### src/design/ubr_pkg.sv
// ubr_pkg: shared constants and types for the backup relay / restart controller
// assumes one 250 MHz clock; all sequencer timers count a 1 ms tick
package ubr_pkg;

   // timing
   localparam int CLK_HZ       = 250_000_000;
   localparam int TICK_MS      = 1;
   localparam int TICK_CYCLES  = CLK_HZ / 1000 * TICK_MS;
   localparam int BLINK_MS     = 500;   // half period of the 1 Hz toggle

   // widths
   localparam int TW = 20;              // timer width in bits; timer values count ms
   localparam int AW = 12;              // analog measurement width
   localparam int PW = 8;               // percentage width

   // relay event selector codes
   localparam logic [3:0] EV_NONE     = 4'h0;
   localparam logic [3:0] EV_BACKUP   = 4'h1;
   localparam logic [3:0] EV_LOWBATT  = 4'h2;
   localparam logic [3:0] EV_LIFE     = 4'h3;
   localparam logic [3:0] EV_HIGHRES  = 4'h4;
   localparam logic [3:0] EV_BATTFAIL = 4'h5;
   localparam logic [3:0] EV_UNDERV   = 4'h6;
   localparam logic [3:0] EV_TIMELEFT = 4'h7;
   localparam logic [3:0] EV_PCOFF    = 4'h8;

   // factory defaults: relay 1 ready (lifetime event only), relay 2 backup
   localparam logic [3:0] RELAY1_EV_RESET = EV_LIFE;
   localparam logic [3:0] RELAY2_EV_RESET = EV_BACKUP;
   localparam logic       POL_NC          = 1'b1;

   // thresholds in percent
   localparam logic [PW-1:0] LOW_SOC_PCT   = 8'h19;   // 25
   localparam logic [PW-1:0] BLINK_SOC_PCT = 8'h14;   // 20

   // relay configuration carrier
   typedef struct packed {
      logic [3:0] event_sel;
      logic       nc_polarity;
   } ubr_relay_cfg_t;

   // sequencer timer settings, in ms
   typedef struct packed {
      logic [TW-1:0] shutdown_delay_time;
      logic [TW-1:0] shutdown_duration_time;
      logic [TW-1:0] restart_min_off_time;
      logic [TW-1:0] off_detect_time;
      logic [TW-1:0] max_backup_time;
   } ubr_timers_t;

   // battery measurements and limits
   typedef struct packed {
      logic [PW-1:0] soc_pct;
      logic [AW-1:0] batt_voltage;
      logic [AW-1:0] deep_discharge_voltage;
      logic [AW-1:0] battery_internal_resistance;
      logic [AW-1:0] nominal_resistance;
      logic [AW-1:0] max_resistance_variation;
      logic [31:0]   batt_operating_time;
      logic [31:0]   batt_lifetime;
      logic          charge_failed;
   } ubr_batt_t;

   typedef enum logic [2:0] {
      ST_NORMAL   = 3'b000,
      ST_BACKUP   = 3'b001,
      ST_SHUTDOWN = 3'b011,
      ST_OFF      = 3'b010,
      ST_MINOFF   = 3'b110
   } ubr_state_t;

endpackage : ubr_pkg

### src/design/ubr_ctrl.sv
// ubr_ctrl: backup switch, relay event mapping and PC shutdown/restart sequencer
// assumes pin-level inputs are asynchronous; settings and measurements are stable
// values from logic on mclk
//
// Functional notes
// RQ1: two relays, each selectable event and polarity
// RQ2: backup event while load on battery
// RQ3: low-battery event while charge below 25%
// RQ4: lifetime event once operating time exceeds lifetime
// RQ5: high-resistance event above nominal plus variation
// RQ6: battery-failure event when charging failed
// RQ7: under-voltage event below deep-discharge voltage
// RQ8: time-left event past 75% of max backup
// RQ9: PC-off event driven only by sequencer
// RQ10: both relays normally-closed after reset
// RQ11: input loss connects battery to load immediately
// RQ12: indicate backup; watch battery against deep discharge
// RQ13: backup timer ends battery supply at maximum
// RQ14: ready relay toggles 1 Hz below 20%
// RQ15: inhibit input blocks backup, selectable polarity
// RQ16: shutdown request on delay or battery low
// RQ17: output off after shutdown duration time
// RQ18: input return waits minimum-off before output on
// RQ19: low current for off-detect time restarts PC
// RQ20: restart off time equals minimum-off time
// RQ21: PC-off relay in series breaks input path
// RQ22: host shuts down OS on request
// RQ23: 1 ms tick timers; reset to normal supply
module ubr_ctrl #(
   parameter int TICK_CYCLES = ubr_pkg::TICK_CYCLES
) (
   // clock and reset
   input  wire logic                 mclk,
   input  wire logic                 reset,
   // pins
   input  wire logic                 inputPresent,
   input  wire logic                 inhibitPin,
   // settings
   input  wire logic                 inhibitActiveHigh,
   input  wire logic                 shutdownEnable,
   input  wire ubr_pkg::ubr_relay_cfg_t relay1Cfg,
   input  wire ubr_pkg::ubr_relay_cfg_t relay2Cfg,
   input  wire ubr_pkg::ubr_timers_t timers,
   input  wire logic [ubr_pkg::AW-1:0] offCurrentThreshold,
   // measurements
   input  wire logic [ubr_pkg::AW-1:0] outputCurrent,
   input  wire ubr_pkg::ubr_batt_t   batt,
   // outputs
   output logic                      batterySwitch,
   output logic                      outputEnable,
   output logic                      backupActive,
   output logic                      shutdownRequest,
   output logic                      relay1,
   output logic                      relay2,
   output logic [8:0]                events
);

   ////////////////////////////////////////////////////////////////////////////
   // pin synchronisers
   logic [1:0] inSync;
   logic [1:0] inhSync;
   always_ff @(posedge mclk) begin
      inSync  <= {inSync[0], inputPresent};
      inhSync <= {inhSync[0], inhibitPin};
   end
   wire logic inOk      = inSync[1];
   wire logic inhibited = (inhSync[1] == inhibitActiveHigh);   // [RQ15]

   ////////////////////////////////////////////////////////////////////////////
   // 1 ms tick
   logic [$clog2(TICK_CYCLES)-1:0] prescale;
   wire logic tick = (prescale == $bits(prescale)'(TICK_CYCLES - 1));
   always_ff @(posedge mclk) begin
      if (reset || tick) begin
         prescale <= '0;
      end else begin
         prescale <= prescale + 1'b1;
      end
   end   // [RQ23]

   ////////////////////////////////////////////////////////////////////////////
   // battery events
   wire logic evLowBatt  = (batt.soc_pct < ubr_pkg::LOW_SOC_PCT);                 // [RQ3]
   wire logic evLife     = (batt.batt_operating_time > batt.batt_lifetime);       // [RQ4]
   wire logic [ubr_pkg::AW:0] riLimit = {1'b0, batt.nominal_resistance}
                                      + {1'b0, batt.max_resistance_variation};
   wire logic evHighRes  = ({1'b0, batt.battery_internal_resistance} > riLimit);  // [RQ5]
   wire logic evBattFail = batt.charge_failed;                                    // [RQ6]
   wire logic evUnderV   = (batt.batt_voltage < batt.deep_discharge_voltage);     // [RQ7]

   ////////////////////////////////////////////////////////////////////////////
   // sequencer
   ubr_pkg::ubr_state_t state;
   ubr_pkg::ubr_state_t next_state;
   logic [ubr_pkg::TW-1:0] backupMs;    // time since start of backup
   logic [ubr_pkg::TW-1:0] phaseMs;     // time in current phase
   logic [ubr_pkg::TW-1:0] lowCurMs;    // time output current stayed low
   logic                   pcOff;

   wire logic [ubr_pkg::TW+1:0] maxBackup4 = {2'b00, timers.max_backup_time};
   wire logic [ubr_pkg::TW+1:0] elapsed4   = {backupMs, 2'b00};
   // 3/4 threshold done in x4 space to avoid truncation
   wire logic [ubr_pkg::TW+1:0] maxBackup3 = maxBackup4 + (maxBackup4 << 1);
   wire logic evTimeLeft = (state != ubr_pkg::ST_NORMAL) &&
                           (elapsed4 > maxBackup3);                               // [RQ8]
   wire logic backupEnd  = (backupMs >= timers.max_backup_time);                  // [RQ13]
   wire logic lowCurrent = (outputCurrent < offCurrentThreshold);
   wire logic offDetect  = (lowCurMs >= timers.off_detect_time);                  // [RQ19]

   always_comb begin
      next_state = state;
      unique case (state)
         ubr_pkg::ST_NORMAL: begin
            if (!inOk && !inhibited) begin
               next_state = ubr_pkg::ST_BACKUP;                                   // [RQ11]
            end else if (inOk && shutdownEnable && offDetect) begin
               next_state = ubr_pkg::ST_MINOFF;                                   // [RQ19]
            end
         end
         ubr_pkg::ST_BACKUP: begin
            if (inOk) begin
               next_state = ubr_pkg::ST_NORMAL;
            end else if (inhibited || evUnderV || backupEnd) begin
               next_state = ubr_pkg::ST_OFF;                                      // [RQ12] [RQ13]
            end else if (shutdownEnable &&
                         (backupMs >= timers.shutdown_delay_time || evLowBatt)) begin
               next_state = ubr_pkg::ST_SHUTDOWN;                                 // [RQ16]
            end
         end
         ubr_pkg::ST_SHUTDOWN: begin
            if (phaseMs >= timers.shutdown_duration_time || inhibited || evUnderV ||
                backupEnd) begin
               next_state = ubr_pkg::ST_OFF;                                      // [RQ17]
            end
         end
         ubr_pkg::ST_OFF: begin
            if (inOk) begin
               next_state = ubr_pkg::ST_MINOFF;                                   // [RQ18]
            end
         end
         ubr_pkg::ST_MINOFF: begin
            if (!inOk) begin
               next_state = ubr_pkg::ST_OFF;
            end else if (phaseMs >= timers.restart_min_off_time) begin
               next_state = ubr_pkg::ST_NORMAL;                                   // [RQ18] [RQ20]
            end
         end
         default: next_state = ubr_pkg::ST_NORMAL;
      endcase
   end

   wire logic stateChange = (next_state != state);

   always_ff @(posedge mclk) begin
      if (reset) begin
         state    <= ubr_pkg::ST_NORMAL;                                          // [RQ23]
         backupMs <= '0;
         phaseMs  <= '0;
         lowCurMs <= '0;
      end else begin
         state    <= next_state;
         if (state == ubr_pkg::ST_NORMAL || state == ubr_pkg::ST_MINOFF) begin
            backupMs <= '0;
         end else if (tick && !(&backupMs)) begin
            backupMs <= backupMs + 1'b1;
         end
         if (stateChange) begin
            phaseMs <= '0;
         end else if (tick && !(&phaseMs)) begin
            phaseMs <= phaseMs + 1'b1;
         end
         // restarts count only in the normal supply state, whether or not the input is present
         if (!lowCurrent || state != ubr_pkg::ST_NORMAL) begin
            lowCurMs <= '0;
         end else if (tick && !(&lowCurMs)) begin
            lowCurMs <= lowCurMs + 1'b1;
         end
      end
   end

   // pc-off holds the series relay open while output is down
   wire logic next_pcOff = (next_state == ubr_pkg::ST_OFF) ||
                           (next_state == ubr_pkg::ST_MINOFF);                    // [RQ9] [RQ21]

   ////////////////////////////////////////////////////////////////////////////
   // 1 Hz blink for ready relay
   logic [$clog2(ubr_pkg::BLINK_MS)-1:0] blinkMs;
   logic blink;
   wire logic blinkWrap = tick && (blinkMs == $bits(blinkMs)'(ubr_pkg::BLINK_MS - 1));
   always_ff @(posedge mclk) begin
      if (reset || state != ubr_pkg::ST_BACKUP && state != ubr_pkg::ST_SHUTDOWN) begin
         blinkMs <= '0;
         blink   <= 1'b0;
      end else if (blinkWrap) begin
         blinkMs <= '0;
         blink   <= ~blink;                                                       // [RQ14]
      end else if (tick) begin
         blinkMs <= blinkMs + 1'b1;
      end
   end

   ////////////////////////////////////////////////////////////////////////////
   // relay mapping
   wire logic onBattery = (state == ubr_pkg::ST_BACKUP) || (state == ubr_pkg::ST_SHUTDOWN);
   wire logic [8:0] next_events = {pcOff, evTimeLeft, evUnderV, evBattFail, evHighRes,
                                   evLife, evLowBatt, onBattery, 1'b0};           // [RQ2]

   function automatic logic relay_drive(input ubr_pkg::ubr_relay_cfg_t cfg,
                                        input logic [8:0] ev);
      logic act;
      act = (cfg.event_sel <= ubr_pkg::EV_PCOFF) ? ev[cfg.event_sel] : 1'b0;
      // nc: coil energised while idle, drops on event
      relay_drive = cfg.nc_polarity ? ~act : act;
   endfunction : relay_drive

   // ready relay (relay 1) blinks when charge is low during backup
   wire logic blinkLow = onBattery && (batt.soc_pct < ubr_pkg::BLINK_SOC_PCT);
   wire logic next_relay1 = blinkLow ? blink : relay_drive(relay1Cfg, next_events); // [RQ14]
   wire logic next_relay2 = relay_drive(relay2Cfg, next_events);                  // [RQ1]

   always_ff @(posedge mclk) begin
      if (reset) begin
         batterySwitch   <= 1'b0;
         outputEnable    <= 1'b1;                                                 // [RQ23]
         backupActive    <= 1'b0;
         shutdownRequest <= 1'b0;
         pcOff           <= 1'b0;
         relay1          <= ubr_pkg::POL_NC;                                      // [RQ10]
         relay2          <= ubr_pkg::POL_NC;                                      // [RQ10]
         events          <= '0;
      end else begin
         batterySwitch   <= onBattery;                                            // [RQ11]
         outputEnable    <= !next_pcOff;
         backupActive    <= onBattery;                                            // [RQ12]
         shutdownRequest <= (state == ubr_pkg::ST_SHUTDOWN);                      // [RQ16]
         pcOff           <= next_pcOff;                                           // [RQ9]
         relay1          <= next_relay1;                                          // [RQ1]
         relay2          <= next_relay2;                                          // [RQ1]
         events          <= next_events;
      end
   end

endmodule : ubr_ctrl

### config.mk
export PLATFORM = sky130hd
export DESIGN_NAME = ubr_ctrl
export DESIGN_NICKNAME = d
export VERILOG_FILES = /design/src/design/ubr_pkg.sv /design/src/design/ubr_ctrl.sv
export SDC_FILE = /design/constraint.sdc
export NUM_CORES = 1
export LEC_CHECK = 0
export BUFFER_PORTS_ARGS = -buffer_cell sky130_fd_sc_hd__buf_2
export CORE_MARGIN = 2
export CORE_UTILIZATION = 50
export CTS_BUF_LIST = sky130_fd_sc_hd__clkbuf_4 sky130_fd_sc_hd__clkbuf_8
export DETAILED_ROUTE_END_ITERATION = 8
export GPL_ROUTABILITY_DRIVEN = 1
export PLACE_DENSITY = 0.79
export RECOVER_POWER = 25
export REMOVE_ABC_BUFFERS = 1
export SYNTH_ARGS = -nofsm -noshare
export SYNTH_HDL_FRONTEND = slang
export SYNTH_SLANG_ARGS = --single-unit
### constraint.sdc
create_clock -name mclk -period 4 [get_ports mclk]
set_input_delay 0.6 -clock mclk [delete_from_list [all_inputs] [get_ports mclk]]
set_output_delay 0.6 -clock mclk [all_outputs]
set_load 0.1 [all_outputs]
* Yosys cells after proc, flatten, opt, wreduce, memory -nomap -nowiden
Cells that the tools add are included.
Cells by class: shift-type cells 0, equal/unequal tests 12, $mul 0, divide/modulo/power cells 0, magnitude comparators 16, $add $sub $neg 7, mux-type cells 19, bitwise gates (word level) 3, reductions and logical operators 39
Operator list (count):
- $ge A20 B20 Y1 | 5
- $add A20 B1 Y20 const B | 3
- $reduce_and A20 Y1 | 3
- $gt A32 B32 Y1 | 1
- $mux W3 | 9
- $lt A12 B12 Y1 | 2
- $add A20 B21 Y22 | 1
- $gt A22 B22 Y1 | 1
- $add A18 B1 Y18 const B | 1
- $eq A18 B18 Y1 const B | 1
- $lt A8 B5 Y1 const B | 2
- $pmux W3 S5 | 1
- $add A12 B12 Y13 | 1
- $gt A12 B13 Y1 | 1
- $logic_or A1 B1 Y1 | 12
- $logic_and A1 B1 Y1 | 11
- $lt A4 B5 Y1 const B | 2
- $add A9 B1 Y9 const B | 1
- $eq A3 B2 Y1 const B | 3
- $eq A9 B9 Y1 const B | 1
- $bmux W1 S4 | 2
- $le A4 B4 Y1 const B | 2
- $reduce_or A2 Y1 | 4
- $logic_not A1 Y1 | 7
- other kinds (10) | 19
Word-level totals: memory bits (read-only) 0, memories kept 0, bits in latches 0, input bits 273, output and inout bits 15, register bits after elaboration 110, bits in writable memories 0

* Logic depth before layout (Yosys ltp)
Gate-level depths: netlist (run 1).
depth after elaboration 10, gate-level depth with buffers 19, gate-level depth less buffers 19

* Least setup slack after synthesis (run 1)
OpenSTA, ideal clock, no wires.
path kind input -> register, start point input port timers[2] (netlist bit), end point register relay1, cell stages on the path 18, setup slack -0.080 ns, arrival 3.951 ns, data required time 3.871 ns, cell sequence ha_1 > nor2b_1 > o21a_1 > o21ai_0 > a211o_1 > a31oi_1 > a211o_1 > a21o_1 > xor2_1 > ha_1 > nand4_1 > nor4_1 > a21boi_0 > o31a_1 > a311oi_1 > o211ai_1 > xnor2_1 > o211ai_1
On the way: word-level cells in the longest chain between the ends 9
Ends and longest elaborated chain:
- start, declared | RTL line ubr_ctrl.sv:43 | input wire ubr_pkg::ubr_timers_t timers,
- $add A20 B21 Y22 * | RTL line ubr_ctrl.sv:103 | wire logic [ubr_pkg::TW+1:0] maxBackup3 = maxBackup4 + (maxBackup4 << 1);
- $gt A22 B22 Y1 * | RTL line ubr_ctrl.sv:105 | (elapsed4 > maxBackup3);
- $logic_and A1 B1 Y1 * | RTL line ubr_ctrl.sv:104 | wire logic evTimeLeft = (state != ubr_pkg::ST_NORMAL) &&
- $bmux W1 S4 * | RTL line ubr_ctrl.sv:211 | act = (cfg.event_sel <= ubr_pkg::EV_PCOFF) ? ev[cfg.event_sel] : 1'b0;
- $mux W1 (not written as such) * | RTL line ubr_ctrl.sv:211
- $mux W1 * | RTL line ubr_ctrl.sv:211
- $not A1 Y1 | RTL line ubr_ctrl.sv:213 | relay_drive = cfg.nc_polarity ? ~act : act;
- $mux W1 * | RTL line ubr_ctrl.sv:213
- $mux W1 * | RTL line ubr_ctrl.sv:218 | wire logic next_relay1 = blinkLow ? blink : relay_drive(relay1Cfg, next_events);
- end signal, assigned | RTL line ubr_ctrl.sv:228 | relay1 <= ubr_pkg::POL_NC;
- end signal, assigned | RTL line ubr_ctrl.sv:237 | relay1 <= next_relay1;
- end, declared | RTL line ubr_ctrl.sv:53 | output logic relay1,
Mark *: on every way between the ends. The rest lies on a longest branch, timed or not. The select of a mux whose other input is x is not followed. A chain may end at the register's enable or synchronous reset.

* Worst setup path in the final report (run 1)
start point input port timers[3] (netlist bit), end point register relay1
The elaborated chain is that of the path after synthesis.

==> results of run 1 <==
cells by family after synthesis:
family,after synthesis,synth area share
simple gates,439,0.211
compound gates,276,0.172
fa+ha+maj,224,0.260
buf+inv,201,0.0708
flops,108,0.199
xor+xnor,102,0.0824
mux,5,0.00462
other cells,1,0.000346
cell usage in the layout, fill, tap and decap left out, types with 6 or more instances in the layout:
cell,instances
a21o_1,36
nor4_1,27
dfxtp_1,108
and4_1,12
a211o_1,8
buf_4,64
clkbuf_8,9
clkbuf_1,17
and3_1,18
a21oi_1,66
nand4_1,41
or3_1,17
nor3_1,18
a2111oi_0,6
xnor2_1,51
buf_2,266
inv_1,175
a31oi_1,9
o211ai_1,9
o21a_1,12
and2_1,8
o31ai_1,7
o21ai_0,42
nor2b_1,14
or2_2,6
ha_1,219
nand2_1,73
nand2b_1,15
nor2_1,111
a211oi_1,28
xor2_1,51
nand3_1,52
flip-flops by register name, indices dropped and copies added (netlist names), 3 cells and up:
| signal | count |
|---|---|
| events | 8 |
| phaseMs | 20 |
| backupMs | 20 |
| prescale | 18 |
| blinkMs | 9 |
| state | 3 |
| lowCurMs | 20 |
per-stage QoR:
step	setup TNS, ns	worst slack, ns	std cells
5_1_grt	-0.503	-0.253	1974
2_1_floorplan	-0.136	-0.0803	1331
3_3_place_gp	-1.11	-0.543	1948
4_1_cts	-0.0259	-0.0259	1966
3_5_place_dp	-1.53	-0.693	1948
6_report	-0.0293	-0.0293	1975
power by group through the flow:
stage | Sequential, mW | Clock [mW] | Combinational (mW)
finish | 1.10 | 0.659 | 0.949
global route | 1.10 | 0.717 | 1.06
floorplan | 1.18 | 0 | 0.490
global placement | 1.12 | 0 | 0.881
CTS | 1.10 | 0.677 | 0.929
detailed placement | 1.12 | 0 | 0.904
final cells by class:
cell class | count | area share
flip-flops and latches | 108 | 0.162
inverters | 176 | 0.0497
multi-input cells | 1047 | 0.603
clock inverters | 7 | 0.00478
repair buffers | 351 | 0.145
clock buffers | 9 | 0.00928
diodes | 2 | 0.000375
well taps | 275 | 0.0258
repair_timing:
| item | 4_1_cts | 5_1_grt |
|---|---|---|
| gates resized for setup | 23 | 16 |
| gates cloned | 0 | 0 |
| endpoints found under the setup margin | 2 | 2 |
| pin swaps | 15 | 27 |
| buffers inserted | 2 | 8 |
| hold endpoints to repair | 0 | 0 |
worst paths after layout:
path	startpoint	to	depth (start not counted)
hold reg to reg	inhSync[0]	inhSync[1]	0
hold / removal	inputPresent	inSync[0]	1
setup reg to reg	backupMs[10]	phaseMs[3]	12
setup / recovery	timers[3]	relay1	19
synthesized netlist by cell type, types with 7 or more instances:
library cell / n / area share
o31ai_1: 7 / 0.0048
and4_1: 13 / 0.011
clkbuf_1: 21 / 0.0073
xnor2_1: 51 / 0.041
o21ai_0: 46 / 0.021
a211o_1: 8 / 0.0065
or3_1: 17 / 0.0098
o211ai_1: 9 / 0.0062
nand4_1: 41 / 0.024
xor2_1: 51 / 0.041
and3_1: 19 / 0.011
a31oi_1: 11 / 0.0063
nor2_1: 113 / 0.039
nor2b_1: 15 / 0.0087
a21o_1: 36 / 0.025
nor4_1: 28 / 0.016
a211oi_1: 29 / 0.020
o21a_1: 12 / 0.0083
dfxtp_1: 108 / 0.20
nor3_1: 21 / 0.0097
a21oi_1: 69 / 0.032
nand2b_1: 15 / 0.0087
nand2_1: 74 / 0.026
nand3_1: 52 / 0.024
and2_1: 8 / 0.0046
inv_1: 176 / 0.061
ha_1: 222 / 0.26
metal layers:
layer / vias up / wire, um / share of wire / GRT usage
met5: - / 13 / 0.00044 / 0
met4: 2 / 1130 / 0.039 / 0.107
met3: 74 / 1460 / 0.050 / 0.0355
met2: 321 / 14300 / 0.49 / 0.457
met1: 4874 / 12400 / 0.42 / 0.293
li1: 5535 / - / - / -
==> flow_summary_export.csv, run 1 <==
group,metric,value,unit
run_status,status,"complete, but fails checks",
sta,fmax,0.248,GHz
yosys,async_flop_share,0,
worst_setup_path,cp_max_fo,4,
route,drt-initial-drc-count,418,
yosys,ys_types,71,
clock_network,cts.sinks,108,
place,gp_routability_congestion,0.930,
worst_setup_path,cp.arrival,4.30,ns
final_layout,postLayoutCoreUtil,0.631,
sta,tightest_slew,1.27,ns
global_routing,grt_max_degree,34,
floorplan,die_width,151,um
sta,hold_violations,0,
floorplan,die-area,0.0229,sq mm
power_and_ir_drop,leakagePower,6.77,nW
final_layout,fill_cells,1824,
yosys,netlist_area,0.0108,sq mm
sta,min_period_over_period,1.01,
sta,clock_skew,0.0148,ns
power_and_ir_drop,combPwrFrac,0.351,
yosys,synth-seq-cells,108,
final_layout,multi_input_area,0.00805,sq mm
floorplan,core_area,0.0212,sq mm
sta,fin_crit,4.03,ns
final_layout,stdcell_area,0.0134,sq mm
run,max_cap_viol_count,0,
sta,holdWs,0.307,ns
final_layout,seq_area,0.00216,sq mm
place,dpl-instance-area,0.0129,sq mm
clock_network,cts_tree,"built",
power_and_ir_drop,switching_share,0.351,
worst_setup_path,critical-path-top-delay-family,"compound AO/OA/AOI/OAI gates",
clock_network,root_buffer,"clkbuf_8",
power_and_ir_drop,p_seq_frac,0.406,
sta,slew_headroom,0.154,
worst_setup_path,crit_slowest_cell,"o31a_1",
route,first_pass_iters,7,
final_layout,final_nets,2190,
floorplan,die_h,151,um
final_layout,area_growth,23.2,%
floorplan,ioPinCount,288,
place,hpwlAfterDp,24.6,mm
worst_setup_path,worst_setup_path_start_kind,"input port",
sta,slew_viol_final,0,
route,vias,10806,
sta,setup_ws,-0.0293,ns
route,drtAntennaViolNets,0,
clock_network,clk_pin_slew,0.10,ns
clock_network,cts_hold_buf,0,
clock_network,htree_levels,3,
worst_setup_path,crit_chain,"buf_4 > ha_4 > nor2b_2 > o21a_1 > o21ai_2 > a211o_1 > a31oi_4 > a211o_1 > a21o_1 > xor2_1 > ha_1 > nand4_1 > nor3_2 > a22o_1 > o31a_1 > a311oi_1 > o211ai_1 > xnor2_1 > o211ai_1",
route,drt-total-wl,29.3,mm
yosys,synth_edf_count,0,
worst_setup_path,timing.reg2reg.setup_slack,0.41,ns
power_and_ir_drop,ir_drop,0.000176,V
power_and_ir_drop,p_sw,0.949,mW
yosys,synth_warnings,0,
run_status,violations,"negative setup slack",
yosys,ys_seq_area_frac,0.199,
worst_setup_path,crit_required,4.27,ns
route,routedWlPerCell,14.9,um
global_routing,grt_pass1_wl,46.4,mm
route,drc,0,
power_and_ir_drop,internal-power,1.76,mW
power_and_ir_drop,power_density,203,mW/mm^2
floorplan,num_rows,53,
final_layout,drive_gt1_frac,0.231,
place,io_buffers,286,
yosys,syn_inst,1356,
sta,grt_setup_unrepaired,"yes",
yosys,ys.flop_type,"dfxtp_1",
global_routing,first_global_vias,10337,
power_and_ir_drop,clockPowerShare,0.244,
floorplan,initial_utilization,0.512,
clock_network,numCtsBuffers,9,
sta,setup_viol,1,
worst_setup_path,crit_path_end_kind,"flop",
global_routing,grt_overflow,0,
worst_setup_path,path_class,"in -> reg",
global_routing,grt.total_usage,0.252,
route,vias_per_cell,5.47,
min_path,min-delay-path-class,"in -> reg",
worst_setup_path,path_buf_inv,1,
global_routing,antenna_found_initial,2,
yosys,synth.avg_cell_area,7.99,sq um
clock_network,ctsLongestPathBuffers,2,
power_and_ir_drop,p_total,2.71,mW
worst_setup_path,slowest_delay,0.33,ns
clock_network,clock_latency,0.40,ns
Note: power is estimated with default switching activity, not from simulation.
==> run 2, diff against run 1 <==
ABC_AREA = 1   (was unset)
PLACE_DENSITY = 0.78   (was 0.79)
RECOVER_POWER = unset   (was 25)
==> run 2 against run 1 <==
The run now ends clean. Clock power is 3.2% lower. Die area up 9.5%. Cell area rose by 4.2%. Critical path depth is 6 higher. Largest cell class unchanged. Clock skew fell by 0.0046 ns. Cell count is 23% higher. Setup slack better by 0.46 ns. Flip-flop and latch count did not move. Worst hold slack better by 0.0065 ns. Highest routed layer is now met4. Sequential power about the same. Synthesized cell count up 33%. Critical path type unchanged.
==> flow_summary_export.csv, run 2 <==
group,metric,value,unit
run_status,status,"completed",
yosys,synth_top_cells_by_area,"ha_1 (23%), dfxtp_1 (18%), nand2_1 (12%)",
final_layout,drive_gt1_frac,0.160,
sta,clock_skew,0.0102,ns
yosys,ys_seq_area_frac,0.182,
worst_setup_path,crit_required,4.26,ns
sta,setup_ws,0.426,ns
worst_setup_path,timing.reg2reg.setup_slack,1.08,ns
power_and_ir_drop,power_density,187,mW/mm^2
clock_network,cts_tree,"built",
yosys,yosys.area_share.simple,0.287,
sta,fin_crit,3.57,ns
floorplan,ioPinCount,288,
place,io_buffers,286,
worst_setup_path,path_class,"in -> reg",
final_layout,postLayoutCoreUtil,0.595,
sta,slew_viol_final,0,
yosys,ys.flop_type,"dfxtp_1",
floorplan,num_rows,56,
final_layout,reg_top3,"backupMs: 20 flops, lowCurMs: 20 flops, phaseMs: 20 flops",
route,drt-initial-drc-count,728,
worst_setup_path,crit_path_end_kind,"flop",
place,gp_routability_congestion,0.952,
global_routing,antenna_found_initial,6,
sta,min_period_over_period,0.894,
sta,hold_violations,0,
final_layout,final_cells,2429,
final_layout,final_nets,2596,
place,dpl-instance-area,0.0137,sq mm
route,routedWlPerCell,13.6,um
place,hpwlAfterDp,28.5,mm
yosys,synth_top_family_by_area,"simple AND/OR/NAND/NOR gates",
final_layout,final_common_cell,"nand2_1",
yosys,yosys-top-cells-count,"nand2_1 (371), inv_1 (370), ha_1 (222), nor2_1 (163), a21oi_1 (130)",
sta,setup_viol,0,
route,drtAntennaViolNets,0,
global_routing,grt_pass1_wl,53.5,mm
clock_network,root_buffer,"clkbuf_8",
floorplan,die_width,158,um
yosys,async_flop_share,0,
yosys,netlist_area,0.0119,sq mm
worst_setup_path,reg2reg_depth,14,
worst_setup_path,r2r_start,"phaseMs[17]",
worst_setup_path,worst_setup_path_start_kind,"input port",
clock_network,cts.sinks,108,
clock_network,cts_hold_buf,0,
yosys,synth_warnings,0,
power_and_ir_drop,leakagePower,7.40,nW
worst_setup_path,cp.arrival,3.84,ns
yosys,yosys.cell_count.top_type,"nand2_1",
yosys,synth-seq-cells,108,
min_path,hold_end,"inSync[0]",
yosys,synth.avg_cell_area,6.58,sq um
min_path,worstHoldPathCells,1,
clock_network,htree_levels,3,
route,first_pass_iters,5,
min_path,min-delay-path-class,"in -> reg",
min_path,hold_path_startpoint,"inputPresent",
sta,slew_headroom,0.508,
clock_network,clock_latency,0.38,ns
yosys,yosys.area_share.adder,0.237,
place,dp_slack,-0.0448,ns
yosys,synth_mux_area_frac,0.000841,
route,drt-total-wl,33.1,mm
route,vias_per_cell,5.11,
worst_setup_path,timing.rr.end,"phaseMs[6]",
yosys,syn_inst,1808,
global_routing,grt.total_usage,0.265,
sta,tightest_slew,0.736,ns
global_routing,first_global_vias,11681,
yosys,yosysTopAreaCell,"ha_1",
global_routing,grt_max_degree,21,
sta,fmax,0.280,GHz
yosys,ys_types,48,
yosys,synthDominantCellAreaShare,0.233,
floorplan,core_area,0.0234,sq mm
clock_network,clk_pin_slew,0.10,ns
floorplan,die-area,0.0250,sq mm
global_routing,grt_overflow,0,
final_layout,layout_common_cells,"nand2_1 (371), inv_1 (370), buf_2 (286), ha_1 (222), nor2_1 (163)",
route,vias,12420,
power_and_ir_drop,ir_drop,0.000126,V
clock_network,ctsLongestPathBuffers,2,
yosys,synth_edf_count,0,
floorplan,initial_utilization,0.508,
yosys,synth_compound_gate_area_share,0.116,
place,dp.cells,2407,
yosys,synthXorXnorAreaFrac,0.0552,
run,max_cap_viol_count,0,
clock_network,numCtsBuffers,9,
floorplan,die_h,158,um
final_layout,stdcell_area,0.0139,sq mm
clock_network,ctsResizeCount,0,
final_layout,area_growth,16.9,%
sta,fin_setup_tns,0,ns
worst_setup_path,cp_max_fo,4,
route,drc,0,
sta,grt_setup_unrepaired,"no",
clock_network,cts_setup_buffers,0,
==> run 2: cell types whose count changed after synthesis, moves of 27 or more <==
| cell | change |
|---|---|
| inv_1 | +194 |
| nor3_1 | +35 |
| nor2_1 | +50 |
| nand2_1 | +297 |
| a21o_1 | -31 |
| a21oi_1 | +61 |
| a211oi_1 | -27 |
==> run 2: per-stage QoR <==
| stage | hold WS, ns | power [mW] |
|---|---|---|
| 6_report | 0.314 | 2.60 |
| 5_1_grt | 0.289 | 2.79 |
| 4_1_cts | 0.297 | 2.62 |
| 3_5_place_dp | 0.367 | 1.98 |
| 3_3_place_gp | 0.371 | 1.96 |
| 2_1_floorplan | 0.310 | 1.68 |
==> run 2: logic make-up after synthesis <==
family | after synthesis
AO/OA/AOI/OAI | 244
multiplexers | 1
other | 1
adder cells (fa/ha/maj) | 224
flip-flops | 108
XOR/XNOR | 75
AND/OR/NAND/NOR | 770
buffers and inverters | 385
==> run 2: critical path, stage by stage <==
cell and delay, ns:
buf_2 0.12, ha_1 0.35, a21oi_1 0.17, o21ai_0 0.18
a21oi_1 0.31, o21ai_1 0.15, a21oi_2 0.20, inv_1 0.06
a21oi_1 0.15, xor2_1 0.18, ha_1 0.26, nand2_1 0.10
inv_1 0.05, nand2_1 0.05, nand2_1 0.05, a21oi_1 0.12
nand3_1 0.13, nand3_1 0.12, nor2_1 0.05, o21ai_0 0.15
nand2_1 0.06, nand2_1 0.08, nand2_1 0.05, nand2_1 0.05
nand3_1 0.06
==> run 2: worst max-delay path by stage <==
stage                         start  endpoint  slack (ns)  cells after the start
after floorplan           timers[8]    relay2        0.53                     26
after global placement    timers[2]    relay2        0.06                     25
after detailed placement  timers[2]    relay2       -0.04                     25
after CTS                 timers[2]    relay2        0.37                     25
after global routing      timers[4]    relay2        0.04                     27
final                     timers[2]    relay2        0.43                     25
==> run 2: cell type report <==
cell class | count | area (sq um)
antenna | 6 | 15.0
clock buffer | 12 | 153
clock inverter | 4 | 32.5
fill | 2267 | 9490
sequential | 108 | 2160
inverter | 375 | 1410
tap | 319 | 399
multi-input combinational | 1315 | 8280
timing repair buffer | 290 | 1460
==> run 2: report_power, final <==
| group | internal [mW] | switching, mW | total (mW) |
|---|---|---|---|
| Combinational | 0.349 | 0.516 | 0.865 |
| Sequential | 1.09 | 0.00982 | 1.10 |
| Clock | 0.262 | 0.375 | 0.638 |
==> run 2: per-layer routing <==
layer / GRT usage / vias to the layer above / wire length (um)
met5: 0 / - / 0
met4: 0.121 / 0 / 1310
met3: 0.0490 / 67 / 2230
met2: 0.466 / 394 / 15400
met1: 0.314 / 5506 / 14200
li1: - / 6453 / -
==> run 3, diff against run 2 <==
BUFFER_PORTS_ARGS = -buffer_cell sky130_fd_sc_hd__buf_4   (was -buffer_cell sky130_fd_sc_hd__buf_2)
==> run 3 against run 2 <==
Maximum frequency down 2.2%. Sequential share of layout area decreased by 0.73 points. Wire length is 1.2% higher. Worst hold slack improved by 0.016 ns. Via count shrank 0.23%. Count of clock-buffer cells in the layout fell by 1. Register-to-register slack gained 0.05 ns. Non-clock buffer count stayed put. Clock power down 7.5%. Global-route usage is 0.28 points higher. Core utilization grew 2.9 points. Flip-flop and latch count stayed put. Critical endpoint unchanged. Largest cell class unchanged. Largest power group unchanged.
==> flow_summary_export.csv, run 3 (synthesis results as in run 2) <==
group,metric,value,unit
run_status,status,"completed",
global_routing,grt_overflow,0,
worst_setup_path,crit_required,4.26,ns
final_layout,final_nets,2596,
place,dp.cells,2407,
sta,grt_setup_unrepaired,"no",
sta,holdWs,0.329,ns
route,vias,12391,
floorplan,ioPinCount,288,
power_and_ir_drop,ir_drop,0.000163,V
sta,slew_viol_final,0,
worst_setup_path,critical_path.most_common_cell,"nand2_1",
global_routing,antenna_found_initial,2,
clock_network,root_buffer,"clkbuf_8",
route,drc,0,
clock_network,cts_tree,"built",
sta,setup_viol,0,
sta,hold_violations,0,
worst_setup_path,slowest_delay,0.39,ns
floorplan,die_h,158,um
global_routing,grt_max_degree,21,
global_routing,grt.total_usage,0.268,
final_layout,reg_top3,"backupMs: 20 flops, lowCurMs: 20 flops, phaseMs: 20 flops",
final_layout,postLayoutCoreUtil,0.624,
global_routing,grt_pass1_wl,54.2,mm
floorplan,num_rows,56,
final_layout,multi_input_area,0.00828,sq mm
clock_network,clk_pin_slew,0.09,ns
route,drt-total-wl,33.5,mm
route,routedWlPerCell,13.8,um
sta,fmax,0.274,GHz
worst_setup_path,path_class,"in -> reg",
worst_setup_path,cp.arrival,3.91,ns
place,io_buffers,286,
worst_setup_path,critical-path-top-delay-family,"compound AO/OA/AOI/OAI gates",
final_layout,final_cells,2423,
clock_network,htree_levels,3,
power_and_ir_drop,leakagePower,7.64,nW
worst_setup_path,timing.reg2reg.setup_slack,1.13,ns
floorplan,initial_utilization,0.508,
clock_network,clock_latency,0.37,ns
clock_network,cts_setup_buffers,0,
final_layout,fill_cells,2243,
sta,clock_skew,0.0110,ns
final_layout,layout_common_cells,"nand2_1 (371), inv_1 (370), buf_4 (290), ha_1 (222), nor2_1 (163)",
worst_setup_path,worst_setup_path_start_kind,"input port",
worst_setup_path,crit_slowest_cell,"o21ai_0",
sta,fin_crit,3.65,ns
final_layout,drive_gt1_frac,0.159,
worst_setup_path,crit_path_end_kind,"flop",
route,drt-initial-drc-count,738,
route,drtAntennaViolNets,0,
final_layout,seq_area,0.00216,sq mm
final_layout,final_common_cell,"nand2_1",
route,vias_per_cell,5.11,
floorplan,die-area,0.0250,sq mm
floorplan,core_area,0.0234,sq mm
run,max_cap_viol_count,0,
worst_setup_path,path_buf_inv,2,
clock_network,numCtsBuffers,9,
sta,slew_headroom,0.506,
global_routing,first_global_vias,11939,
clock_network,cts.sinks,108,
clock_network,ctsLongestPathBuffers,2,
min_path,min-delay-path-class,"in -> reg",
sta,min_period_over_period,0.913,
sta,tightest_slew,0.740,ns
place,hpwlAfterDp,29.0,mm
final_layout,area_growth,22.7,%
route,first_pass_iters,5,
power_and_ir_drop,power_density,180,mW/mm^2
worst_setup_path,cp_max_fo,4,
place,gp_routability_congestion,0.945,
floorplan,die_width,158,um
[run 3: cell types whose count changed in the layout (fill, tap and decap cells not counted), moves of 2 or more]
cell / change
clkinvlp_4: -2
buf_2: -286
inv_6: -2
buf_4: +286
diode_2: -4
clkinv_4: +3
[run 3: area by class of cell]
type | instances | share of cell area
Multi-Input combinational cell | 1315 | 0.567
Clock buffer | 11 | 0.00951
Sequential cell | 108 | 0.148
Tap cell | 319 | 0.0273
Inverter | 375 | 0.0968
Timing Repair Buffer | 290 | 0.149
Antenna cell | 2 | 0.000343
Clock inverter | 3 | 0.00180
[run 3: where the power goes]
group | internal [mW] | switching (mW)
clock network | 0.237 | 0.353
registers | 1.09 | 0.0101
logic | 0.426 | 0.515
total | 1.75 | 0.878
[run 3: repair_timing]
item	CTS	global route
endpoints found under the hold margin	0	0
gates resized for setup	0	1
hold buffers	0	0
endpoints found under the setup margin	0	1
[run 3: per-layer routing]
layer | wire (um) | vias to the layer above | GRT usage
met2 | 15800 | 382 | 0.478
met4 | 1460 | 0 | 0.121
met5 | 0 | - | 0
li1 | - | 6459 | -
met3 | 2190 | 85 | 0.0493
met1 | 14100 | 5465 | 0.312
[run 3: worst paths after layout]
kind / startpoint / to / cells after the start
worst min register to register: inhSync[0] / inhSync[1] / 0
worst max register to register: phaseMs[16] / phaseMs[6] / 14
worst max-delay path: timers[2] / relay2 / 25
worst min-delay path: inhibitPin / inhSync[0] / 1
[run 3: worst register-to-register path: stages (launching register included)]
cell	delay (ns)
dfxtp_1	0.41
ha_1	0.32
nand2_1	0.04
nor2_1	0.22
nand4_1	0.19
nor4_1	0.33
nand2_1	0.09
nand3_1	0.15
nand2_1	0.07
nand2_1	0.07
nand3_1	0.06
nand2_1	0.09
nor2_1	0.05
nand2_1	0.54
nor2_1	0.10
[run 3: stage by stage]
stage / cell area [sq um] / setup WS (ns) / TNS (ns) / power, mW
final: 14600 / 0.347 / 0 / 2.63
after global routing: 14600 / 0.0416 / 0 / 2.82
after CTS: 14600 / 0.370 / 0 / 2.65
after detailed placement: 14400 / -0.0213 / -0.0213 / 2.06
after global placement: 14400 / 0.0889 / 0 / 2.03
after floorplan: 11900 / 0.525 / 0 / 1.68
